### src/pkg/ugi_pkg.sv
// Constants shared by the global interrupt status and enable block
package ugi_pkg;

  // ----------------------------------------------------------------------------
  // Bus geometry
  // ----------------------------------------------------------------------------
  localparam int          ADR_W          = 8;
  localparam int          DAT_W          = 32;
  localparam int          SEL_W          = 4;

  // ----------------------------------------------------------------------------
  // Register byte offsets
  // ----------------------------------------------------------------------------
  localparam logic [7:0]  OFF_STATUS     = 8'h04;
  localparam logic [7:0]  OFF_CLEAR      = 8'h08;
  localparam logic [7:0]  OFF_FORCE      = 8'h0C;
  localparam logic [7:0]  OFF_MASK       = 8'h10;
  localparam logic [7:0]  OFF_MASK_CLEAR = 8'h14;
  localparam logic [7:0]  OFF_MASK_SET   = 8'h18;

  // ----------------------------------------------------------------------------
  // Field positions
  // ----------------------------------------------------------------------------
  localparam int          BIT_IDLE_BUS   = 0;
  localparam int          BIT_SOF        = 2;
  localparam int          BIT_RESET_END  = 3;
  localparam int          BIT_WAKEUP     = 4;
  localparam int          BIT_RESUME_END = 5;
  localparam int          BIT_HOST_RSM   = 6;
  localparam int          BIT_EP0        = 12;
  localparam int          EP_COUNT       = 7;

  // Writable global flags and implemented enable bits
  localparam logic [31:0] FLAG_BITS      = 32'h0000007D;
  localparam logic [31:0] MASK_BITS      = 32'h0007F07D;

  // ----------------------------------------------------------------------------
  // Reset values
  // ----------------------------------------------------------------------------
  localparam logic [31:0] RST_FLAGS      = 32'h00000000;
  localparam logic [31:0] RST_MASK       = 32'h00000000;
  localparam logic [31:0] READ_ZERO      = 32'h00000000;

  // ----------------------------------------------------------------------------
  // Timing
  // ----------------------------------------------------------------------------
  localparam int          CLK_PERIOD_NS  = 40;
  localparam int          IDLE_TIME_MS   = 3;
  localparam int          IDLE_TIME_NS   = IDLE_TIME_MS * 1000000;
  localparam int          IDLE_CYCLES    = (IDLE_TIME_NS + CLK_PERIOD_NS - 1) / CLK_PERIOD_NS;
  localparam int          IDLE_CNT_W     = 20;

endpackage

### src/logic/ugi_global_irq.sv
// Global interrupt status, force, clear and enable registers behind a classic Wishbone slave
//
// Notes on behaviour
// - The idle-bus flag rises once the bus has stayed in the idle J state for three frame periods.
// - The idle-bus flag clears on a one written to its clear bit or whenever the wakeup flag becomes set.
// - A raised idle-bus flag drives the interrupt only while its enable bit is one.
// - A one written to the clear register clears the matching global flag at bits 0 and 2 to 6.
// - A zero bit written to any write-only companion register leaves its target bit as it was.
// - A one written to the force register sets the matching global flag at the same positions.
// - The force register always reads as zero.
// - Each enable bit gates its source, one enables, and the enable register resets to zero.
// - A one written to the enable-clear register clears the matching enable bit.
// - A one written to the enable-set register sets the matching enable bit; the enable register is read-only.
// - Endpoint enable bits start at bit 12 for endpoint zero and only endpoints zero to six exist.
// - The wakeup flag clears on a one written to its clear bit or when the idle-bus flag becomes set.
// - The frame-start flag sets each time a start-of-frame token is detected.
//
// The Wishbone slave port was left to the implementer.
`timescale 1ns/10ps

module ugi_global_irq #(
  parameter int IDLE_CYCLES = ugi_pkg::IDLE_CYCLES
) (
  input  wire logic                        ref_clk_i,
  input  wire logic                        rst_i,
  input  wire logic                        wb_cyc_i,
  input  wire logic                        wb_stb_i,
  input  wire logic                        wb_we_i,
  input  wire logic [ugi_pkg::ADR_W-1:0]   wb_adr_i,
  input  wire logic [ugi_pkg::SEL_W-1:0]   wb_sel_i,
  input  wire logic [ugi_pkg::DAT_W-1:0]   wb_dat_i,
  output logic      [ugi_pkg::DAT_W-1:0]   wb_dat_o,
  output logic                             wb_ack_o,
  input  wire logic                        bus_idle_j_i,
  input  wire logic                        sof_detect_i,
  input  wire logic                        reset_end_i,
  input  wire logic                        wakeup_i,
  input  wire logic                        resume_end_i,
  input  wire logic                        host_resume_sent_i,
  input  wire logic [ugi_pkg::EP_COUNT-1:0] endpoint_irq_i,
  output logic                             irq_o
);

  typedef enum logic [1:0] {
    ST_WATCH  = 2'b01,
    ST_ASLEEP = 2'b10
  } ugi_state_type;

  // ----------------------------------------------------------------------------
  // Declarations
  // ----------------------------------------------------------------------------
  ugi_state_type                     state_reg;
  ugi_state_type                     state_next;
  logic [ugi_pkg::IDLE_CNT_W-1:0]    cnt_reg;
  logic [ugi_pkg::IDLE_CNT_W-1:0]    cnt_next;
  logic                              det_set;
  logic [31:0]                       flags_reg;
  logic [31:0]                       flags_next;
  logic [31:0]                       mask_reg;
  logic [31:0]                       mask_next;
  logic                              irq_reg;
  logic                              irq_next;
  logic                              ack_reg;
  logic                              ack_next;
  logic [31:0]                       dat_reg;
  logic [31:0]                       dat_next;
  logic [31:0]                       sel_bits;
  logic [31:0]                       wr_data;
  logic                              req;
  logic                              wr_clr;
  logic                              wr_force;
  logic                              wr_mclr;
  logic                              wr_mset;
  logic [31:0]                       set_vec;
  logic [31:0]                       clr_vec;
  logic [31:0]                       ep_vec;
  logic [31:0]                       status_now;
  logic [31:0]                       status_next;
  logic [31:0]                       rdata;

  // ----------------------------------------------------------------------------
  // Bus decode
  // ----------------------------------------------------------------------------
  // One request per ack; the gap after ack keeps a held strobe from acting twice
  always_comb begin
    sel_bits = {{8{wb_sel_i[3]}}, {8{wb_sel_i[2]}}, {8{wb_sel_i[1]}}, {8{wb_sel_i[0]}}};
    wr_data  = wb_dat_i & sel_bits;
    req      = wb_cyc_i & wb_stb_i & ~ack_reg;
    wr_clr   = req & wb_we_i & (wb_adr_i == ugi_pkg::OFF_CLEAR);
    wr_force = req & wb_we_i & (wb_adr_i == ugi_pkg::OFF_FORCE);
    wr_mclr  = req & wb_we_i & (wb_adr_i == ugi_pkg::OFF_MASK_CLEAR);
    wr_mset  = req & wb_we_i & (wb_adr_i == ugi_pkg::OFF_MASK_SET);
  end

  // ----------------------------------------------------------------------------
  // Idle-bus detector
  // ----------------------------------------------------------------------------
  // Flag raised once per idle stretch; the bus must go active before it can fire again
  always_comb begin
    state_next = state_reg;
    cnt_next   = cnt_reg;
    det_set    = 1'b0;
    case (state_reg)
      ST_WATCH: begin
        if (!bus_idle_j_i) begin
          cnt_next = '0;
        end else if (cnt_reg == ugi_pkg::IDLE_CNT_W'(IDLE_CYCLES - 1)) begin
          det_set    = 1'b1;
          state_next = ST_ASLEEP;
          cnt_next   = '0;
        end else begin
          cnt_next = cnt_reg + {{(ugi_pkg::IDLE_CNT_W-1){1'b0}}, 1'b1};
        end
      end
      ST_ASLEEP: begin
        if (!bus_idle_j_i) begin
          state_next = ST_WATCH;
        end
      end
      default: begin
        state_next = ST_WATCH;
        cnt_next   = '0;
      end
    endcase
  end

  always_ff @(posedge ref_clk_i) begin
    if (rst_i) begin
      state_reg <= ST_WATCH;
      cnt_reg   <= '0;
    end else begin
      state_reg <= state_next;
      cnt_reg   <= cnt_next;
    end
  end

  // ----------------------------------------------------------------------------
  // Global flags and enables
  // ----------------------------------------------------------------------------
  // Sets win over clears, so an event landing with a software clear survives
  always_comb begin
    set_vec = 32'h00000000;
    set_vec[ugi_pkg::BIT_IDLE_BUS]   = det_set;
    set_vec[ugi_pkg::BIT_SOF]        = sof_detect_i;
    set_vec[ugi_pkg::BIT_RESET_END]  = reset_end_i;
    set_vec[ugi_pkg::BIT_WAKEUP]     = wakeup_i;
    set_vec[ugi_pkg::BIT_RESUME_END] = resume_end_i;
    set_vec[ugi_pkg::BIT_HOST_RSM]   = host_resume_sent_i;
    if (wr_force) begin
      set_vec = set_vec | (wr_data & ugi_pkg::FLAG_BITS);
    end
    clr_vec = wr_clr ? (wr_data & ugi_pkg::FLAG_BITS) : 32'h00000000;
    clr_vec[ugi_pkg::BIT_IDLE_BUS] = clr_vec[ugi_pkg::BIT_IDLE_BUS] | set_vec[ugi_pkg::BIT_WAKEUP];
    clr_vec[ugi_pkg::BIT_WAKEUP]   = clr_vec[ugi_pkg::BIT_WAKEUP] | set_vec[ugi_pkg::BIT_IDLE_BUS];
    flags_next = ((flags_reg & ~clr_vec) | set_vec) & ugi_pkg::FLAG_BITS;
    mask_next  = mask_reg;
    if (wr_mclr) begin
      mask_next = mask_reg & ~wr_data;
    end else if (wr_mset) begin
      mask_next = mask_reg | wr_data;
    end
    mask_next = mask_next & ugi_pkg::MASK_BITS;
    ep_vec = 32'h00000000;
    ep_vec[ugi_pkg::BIT_EP0 +: ugi_pkg::EP_COUNT] = endpoint_irq_i;
    status_now  = flags_reg | ep_vec;
    status_next = flags_next | ep_vec;
    irq_next    = |(status_next & mask_next);
  end

  always_ff @(posedge ref_clk_i) begin
    if (rst_i) begin
      flags_reg <= ugi_pkg::RST_FLAGS;
      mask_reg  <= ugi_pkg::RST_MASK;
      irq_reg   <= 1'b0;
    end else begin
      flags_reg <= flags_next;
      mask_reg  <= mask_next;
      irq_reg   <= irq_next;
    end
  end

  // ----------------------------------------------------------------------------
  // Bus answer
  // ----------------------------------------------------------------------------
  // Write-only and unmapped offsets read as zero; every access is acked
  always_comb begin
    if (wb_adr_i == ugi_pkg::OFF_STATUS) begin
      rdata = status_now;
    end else if (wb_adr_i == ugi_pkg::OFF_MASK) begin
      rdata = mask_reg;
    end else begin
      rdata = ugi_pkg::READ_ZERO;
    end
    ack_next = req;
    dat_next = (req && !wb_we_i) ? rdata : ugi_pkg::READ_ZERO;
  end

  always_ff @(posedge ref_clk_i) begin
    if (rst_i) begin
      ack_reg <= 1'b0;
      dat_reg <= ugi_pkg::READ_ZERO;
    end else begin
      ack_reg <= ack_next;
      dat_reg <= dat_next;
    end
  end

  // Ports come straight from the answer and interrupt flops, so no decode glitch reaches the pins
  assign wb_ack_o = ack_reg;
  assign wb_dat_o = dat_reg;
  assign irq_o    = irq_reg;

  // Quiet cycle: no hardware source fires
  logic ev_quiet;
  assign ev_quiet = ~(det_set | sof_detect_i | reset_end_i | wakeup_i | resume_end_i | host_resume_sent_i);
endmodule

### config.mk
export PLATFORM = sky130hd
export DESIGN_NAME = ugi_global_irq
export DESIGN_NICKNAME = d
export VERILOG_FILES = /design/src/pkg/ugi_pkg.sv /design/src/logic/ugi_global_irq.sv
export SDC_FILE = /design/constraint.sdc
export NUM_CORES = 1
export LEC_CHECK = 0
export BUFFER_PORTS_ARGS = -buffer_cell sky130_fd_sc_hd__buf_4
export CAP_MARGIN = 20
export CORE_MARGIN = 3
export CORE_UTILIZATION = 54
export DETAILED_ROUTE_END_ITERATION = 6
export PLACE_DENSITY_LB_ADDON = 0.15
export SYNTH_ARGS = -nofsm -noshare
export SYNTH_HDL_FRONTEND = slang
export SYNTH_SLANG_ARGS = --single-unit
### constraint.sdc
create_clock -name ref_clk_i -period 3.59 [get_ports ref_clk_i]
set_clock_uncertainty 0.2 [all_clocks]
set_input_delay 0.359 -clock ref_clk_i [delete_from_list [all_inputs] [get_ports ref_clk_i]]
set_output_delay 0.359 -clock ref_clk_i [all_outputs]
set_load 0.01 [all_outputs]
==> impl_results.md, run 1 <==
* Crit. End Element: register
* Dominant cells by area after synthesis: dfxtp_1 (41%), nor2_1 (9.2%), buf_4 (5.2%)
* Worst rel slew slack at 53.43%
* Syn_area_per_cell at approximately 8.3 um2
* Endpoints failing hold at 0
* Max cap viols at 0
* Worst skew pair latency at 0.32 ns
* Nets at between 400 and 500
* Total core area at about 0.0048 mm2
* Max FFs per register at 20
* TritonCTS Sinks at 56
* Fin crit share at 70.01%
* P_leak at around 0.0012 uW
* Unique masters post-synth at 52
* Top cells by count, synth: nor2_1 (67), dfxtp_1 (56), nand2_1 (27), buf_4 (19), a22oi_1 (13)
* Pins Over Slew Limit at 0
* Initial Utilization at 56.91%
* Post-route cell area at around 0.0032 mm2
* DR DRC count at 0
* Layout area overhead at 18.07%
* CTS clk-pin slew, worst paths at about 0.10 ns
* Synth Instances at 330
* Area leader, netlist: dfxtp_1
* CTS tree: yes
* Fin crit period at 2.513 ns
* Drt initial violations at approximately 150
* Fmax at 0.3979 GHz
* Crit path DAT at 2.50 ns
* Share of layout cells above drive strength 1 at 19.84%
* First-pass GRT wire length at about 10,000 um
* Crit path kind: reg -> reg
* Post-synth top area share at 40.89%
* Vias in the first global route at roughly 2,400
* Post-synth EDFFs at 0
* Final wirelength at roughly 6500 um
* Routability cong. at between 0.8 and 0.9
* H-tree levels at 2
* Initial antenna violation count at 0
* Ports at between 90 and 100
* Ys Warns at 0
* Gr ovfl total at 0
* Async SR Flop Fraction at 0%
* Ys flop type: dfxtp_1
* Rows at 25
* Post-CTS Hold Buffers at 0
* Top-count cell post-synth: nor2_1
* Pwr dens at 351.8 mW/mm2
* Post_cts resized at 0
* Clock buffer depth at 2
* Worst IR drop on VDD at 0.0002906 V
* Buffers on Ports at 56
* CP required at 3.58 ns
* RSZ-0062 raised after global routing: no
* Worst hold slack at about 0.078 ns
* Largest net degree at the start of global routing at 23
* Vias/cell at 5.596
* Status: complete, no violations
* Gr usage total at between 20% and 30%
* Drt wl/cell at 14.43 um
* HPWL after DPL at 4731 um
* Clock Tree Root: clkbuf_8
* Die area at 0.005968 mm2
* Flops & latches, synth at 56
* Ant diodes at 0
* Placed cell area at 0.003126 mm2
* Total number of vias at 2,518
* Crit path launch type: register
* Post-DRT Antenna Nets at 0
* Setup tns final at 0 ns
* Drt pass-1 iters at 4
* Die width at 77.25 um
* Post-CTS Setup Inserts at 0
* Post-synthesis instance area at about 0.0027 mm2
* Worst min path class: in -> reg
* Final setup fails at 0
* Worst-margin pin slew at around 0.7 ns
* Share of the yosys chip area belonging to registers at between 40% and 50%
* Worst-path fanout max at 20
* Die Ht at 77.25 um
* CTS Buf Count at 5
==> where the power goes <==
part	switching [uW]	leakage, uW	total [uW]	internal [uW]
Clock	208	0.0000541	415	207
Sequential	3.33	0.000453	630	626
Combinational	51.9	0.000683	94.2	42.3
==> logic make-up after synthesis <==
group	synth area share [%]
buf+inv	8.626
flops	40.89
fa+ha+maj	0.4563
other cells	0.1368
simple gates	29.94
xor+xnor	5.431
compound gates	14.51
==> layout make-up <==
type | instances | area, um2
Inverter | 7 | 26.28
Sequential cell | 56 | 1121
Tap cell | 67 | 83.83
Clock buffer | 5 | 68.82
Fill cell | 441 | 1580
Clock inverter | 3 | 42.54
Multi-Input combinational cell | 253 | 1451
Timing Repair Buffer | 59 | 442.9
==> final timing paths <==
path	startpoint	endpoint	slack, ns	cells past startpoint
max	wb_ack_o	irq_o	1.08	6
min	reset_end_i	flags_reg[3]	0.08	3
max reg2reg	wb_ack_o	irq_o	1.08	6
min reg2reg	wb_ack_o	wb_ack_o	0.29	1
==> metrics by stage <==
stage	total power [uW]	utilization, %	setup WS, ns	instances
after global placement	734.6	64.88	0.8536	442
after floorplan	701.3	-	1.194	348
after detailed placement	737.1	64.88	0.8467	442
after CTS	1148	67.19	1.111	450
after global routing	1186	67.19	0.9161	450
final	1139	67.19	1.077	450
==> cells in the final DEF (no fill, tap or decap), types with 5 or more instances in the layout <==
| master | Yosys | routed |
|---|---|---|
| xor2_1 | 5 | 5 |
| inv_1 | 7 | 7 |
| conb_1 | 1 | 19 |
| a22oi_1 | 13 | 13 |
| buf_4 | 19 | 59 |
| dfxtp_1 | 56 | 56 |
| nor2_1 | 67 | 67 |
| and2_1 | 5 | 5 |
| nand2b_1 | 5 | 5 |
| nor3_1 | 8 | 8 |
| nand4_1 | 7 | 7 |
| o22ai_1 | 12 | 12 |
| clkbuf_8 | 0 | 5 |
| nand3_1 | 8 | 8 |
| xnor2_1 | 12 | 12 |
| nand2_1 | 27 | 27 |
| nor4_1 | 11 | 11 |
==> worst max-delay path, cell delays in order (launching register included) <==
cell	delay [ns]
dfxtp_1	0.34
nand4b_1	0.41
or3_4	0.62
o22ai_1	0.24
nor2_1	0.08
nor4_1	0.35
a41oi_1	0.15
==> per-layer routing <==
layer / part of all wire (%) / global-route usage [%] / up-vias
met5: 0 / 0 / -
met4: 1.2 / 7.473 / 0
met3: 5.3 / 4.695 / 7
met2: 53 / 39.55 / 76
met1: 40 / 24.42 / 1191
li1: - / - / 1244
No activity file was read; power rests on OpenSTA's default activity.
==> run 2: changes to the inputs <==
--- a/config.mk
+++ b/config.mk
@@ -8,7 +8,7 @@
 export BUFFER_PORTS_ARGS = -buffer_cell sky130_fd_sc_hd__buf_4
 export CAP_MARGIN = 20
 export CORE_MARGIN = 3
-export CORE_UTILIZATION = 54
+export CORE_UTILIZATION = 50
 export DETAILED_ROUTE_END_ITERATION = 6
 export PLACE_DENSITY_LB_ADDON = 0.15
 export SYNTH_ARGS = -nofsm -noshare
==> constraint.sdc (replaced) <==
create_clock -name ref_clk_i -period 2.5 [get_ports ref_clk_i]
set_clock_uncertainty 0.2 [all_clocks]
set_input_delay 0.25 -clock ref_clk_i [delete_from_list [all_inputs] [get_ports ref_clk_i]]
set_output_delay 0.25 -clock ref_clk_i [all_outputs]
set_load 0.01 [all_outputs]
==> impl_results.md, run 2 (synthesis results as in run 1) <==
* Crit path launch type: primary input (was register)
* CTS Buf Count at 5 (unchanged)
* Pwr dens at 472.9 mW/mm2 (was 351.8 mW/mm2)
* Multi-input gate area at 0.001469 mm2 (was 0.001451 mm2)
* Fin crit share at 96.12%
* Worst rel slew slack at 59.66% (was 53.43%)
* Initial antenna violation count at 0 (unchanged)
* Total number of vias at 2,553 (was 2,518)
* Worst skew pair latency at 0.31 ns (was 0.32 ns)
* Max cap viols at 0 (unchanged)
* Final WS setup at 0.09690 ns (was 1.077 ns)
* Switching Share at 22.13% (was 23.13%)
* Ports at 96 (unchanged)
* Initial Utilization at 52.67% (was 56.91%)
* RSZ-0062 raised after global routing: no (unchanged)
* Total core area at 0.005205 mm2 (was 0.004817 mm2)
* Fmax at 0.4161 GHz
* Rows at 26 (was 25)
* Clock Tree Root: clkbuf_8 (unchanged)
* CTS clk-pin slew, worst paths at 0.10 ns (about the same)
* Final wirelength at 6483 um (was 6492 um)
* Worst min path class: in -> reg (unchanged)
* TritonCTS Sinks at 56 (unchanged)
* Placed insts at 459 (was 442)
* P_sw at 361.0 uW (was 263.4 uW)
* Layout area overhead at 25.83% (was 18.07%)
* Number of non-filler instances in the completed layout at 476 (was 450)
* Clock power frac at 35.3% (was 36.4%)
* Die area at 0.006407 mm2 (was 0.005968 mm2)
* Gr ovfl total at 0 (unchanged)
* Fin util at 66.27% (was 67.19%)
* Setup tns final at 0 ns (unchanged)
* FF+latch area at 0.001121 mm2 (unchanged)
* P_leak at 0.001298 uW (was 0.001190 uW)
* Worst hold slack at 0.01193 ns (was 0.07829 ns)
* First-pass GRT wire length at 10,500 um (was 10,430 um)
* Gr usage total at 20.61% (was 21.58%)
* Status: complete, no violations (unchanged)
* Die Ht at 80.05 um (was 77.25 um)
* H-tree levels at 2 (unchanged)
* CTS tree: yes (unchanged)
* Worst-margin pin slew at 0.6052 ns (was 0.6888 ns)
* Internal Power at 1270 uW (was 875.3 uW)
* Share of layout cells above drive strength 1 at 22.66% (was 19.84%)
* Post-DRT Antenna Nets at 0 (unchanged)
* Buffers on Ports at 56 (unchanged)
* Ant diodes at 0 (unchanged)
* HPWL after DPL at 4765 um (was 4731 um)
* Routability cong. at 0.8593 (was 0.8453)
* Fin crit period at 2.403 ns
* Final setup fails at 0 (unchanged)
* Clock buffer depth at 2 (unchanged)
* Vias/cell at 5.363 (was 5.596)
* Crit. End Element: register (unchanged)
* Max FFs per register at 20 (unchanged)
* Crit path kind: in -> reg (was reg -> reg)
* Drt wl/cell at 13.62 um (was 14.43 um)
* Crit path DAT at 2.39 ns (was 2.50 ns)
* Largest net degree at the start of global routing at 23 (unchanged)
* Drt pass-1 iters at 5 (was 4)
* Commonest cells after routing, fill and taps aside: buf_4 (73), nor2_1 (67), dfxtp_1 (56) (was nor2_1 (67), buf_4 (59), dfxtp_1 (56))
* Worst IR drop on VDD at 0.0003030 V (was 0.0002906 V)
* Endpoints failing hold at 0 (unchanged)
* Pre-CTS WS at -0.03379 ns (was 0.8467 ns)
* Drt initial violations at 110 (was 146)
* Flop pwr share at 55.4% (was 55.3%)
* Combinational power share at 9.3% (was 8.3%)
* Pins Over Slew Limit at 0 (unchanged)
* Nets at 468 (was 445)
* Worst-path fanout max at 6 (was 20)
* Die width at 80.05 um (was 77.25 um)
* CP required at 2.49 ns (was 3.58 ns)
* Commonest non-fill, non-tap cell in the layout: buf_4 (was nor2_1)
* DR DRC count at 0 (unchanged)
* Vias in the first global route at 2,381 (was 2,382)
* Fill cell count at 484 (was 441)
run 2: through the flow:
stage | cell area [um2] | power [uW]
global route | 3450 | 1693
CTS | 3432 | 1647
global placement | 3234 | 1059
floorplan | 2809 | 1007
finish | 3450 | 1631
detailed placement | 3234 | 1062
run 2: power groups by stage:
stage | logic, uW | registers, uW | clock network, uW
2_1_floorplan | 83.0 | 924 | 0
3_3_place_gp | 135 | 924 | 0
3_5_place_dp | 137 | 925 | 0
4_1_cts | 149 | 904 | 594
5_1_grt | 166 | 905 | 622
6_report | 151 | 904 | 576
run 2: cell type report:
cell class / instances / share of cell area, %
Clock buffer: 6 / 2.104
Clock inverter: 2 / 1.016
Tap cell: 70 / 2.539
Multi-Input combinational cell: 253 / 42.58
Inverter: 7 / 0.7617
Timing Repair Buffer: 82 / 18.50
Sequential cell: 56 / 32.50
run 2: timing repair:
item | 4_1_cts | 5_1_grt
buffers inserted | 0 | 0
gates resized for setup | 0 | 3
setup endpoints to repair | 0 | 1
endpoints found under the hold margin | 8 | 0
hold buffers | 9 | 0
run 2: worst paths after layout:
check,start,end,slack [ns],depth (start not counted)
setup / recovery,wb_stb_i,irq_o,0.1,10
hold / removal,endpoint_irq_i[3],wb_dat_o[15],0.01,3
setup reg to reg,cnt_reg[0],irq_o,0.22,7
hold reg to reg,wb_ack_o,wb_ack_o,0.28,1
run 2: critical path, stage by stage:
cell and delay (ns):
dlygate4sd3_1 0.54, buf_4 0.14, nand4b_1 0.19, buf_4 0.19, nor3_2 0.06, buf_4 0.14
a221oi_1 0.36, nor2_1 0.11, nor4_2 0.29, a41oi_1 0.13
run 2: metal layers:
layer / share of wire, % / up-vias / GRT usage (%) / wire (um)
met5: 0 / - / 0 / 0
met4: 1.6 / 0 / 8.784 / 101
met3: 5.5 / 12 / 4.063 / 355
met2: 51 / 67 / 36.51 / 3338
met1: 41 / 1188 / 23.90 / 2688
li1: - / 1286 / - / -
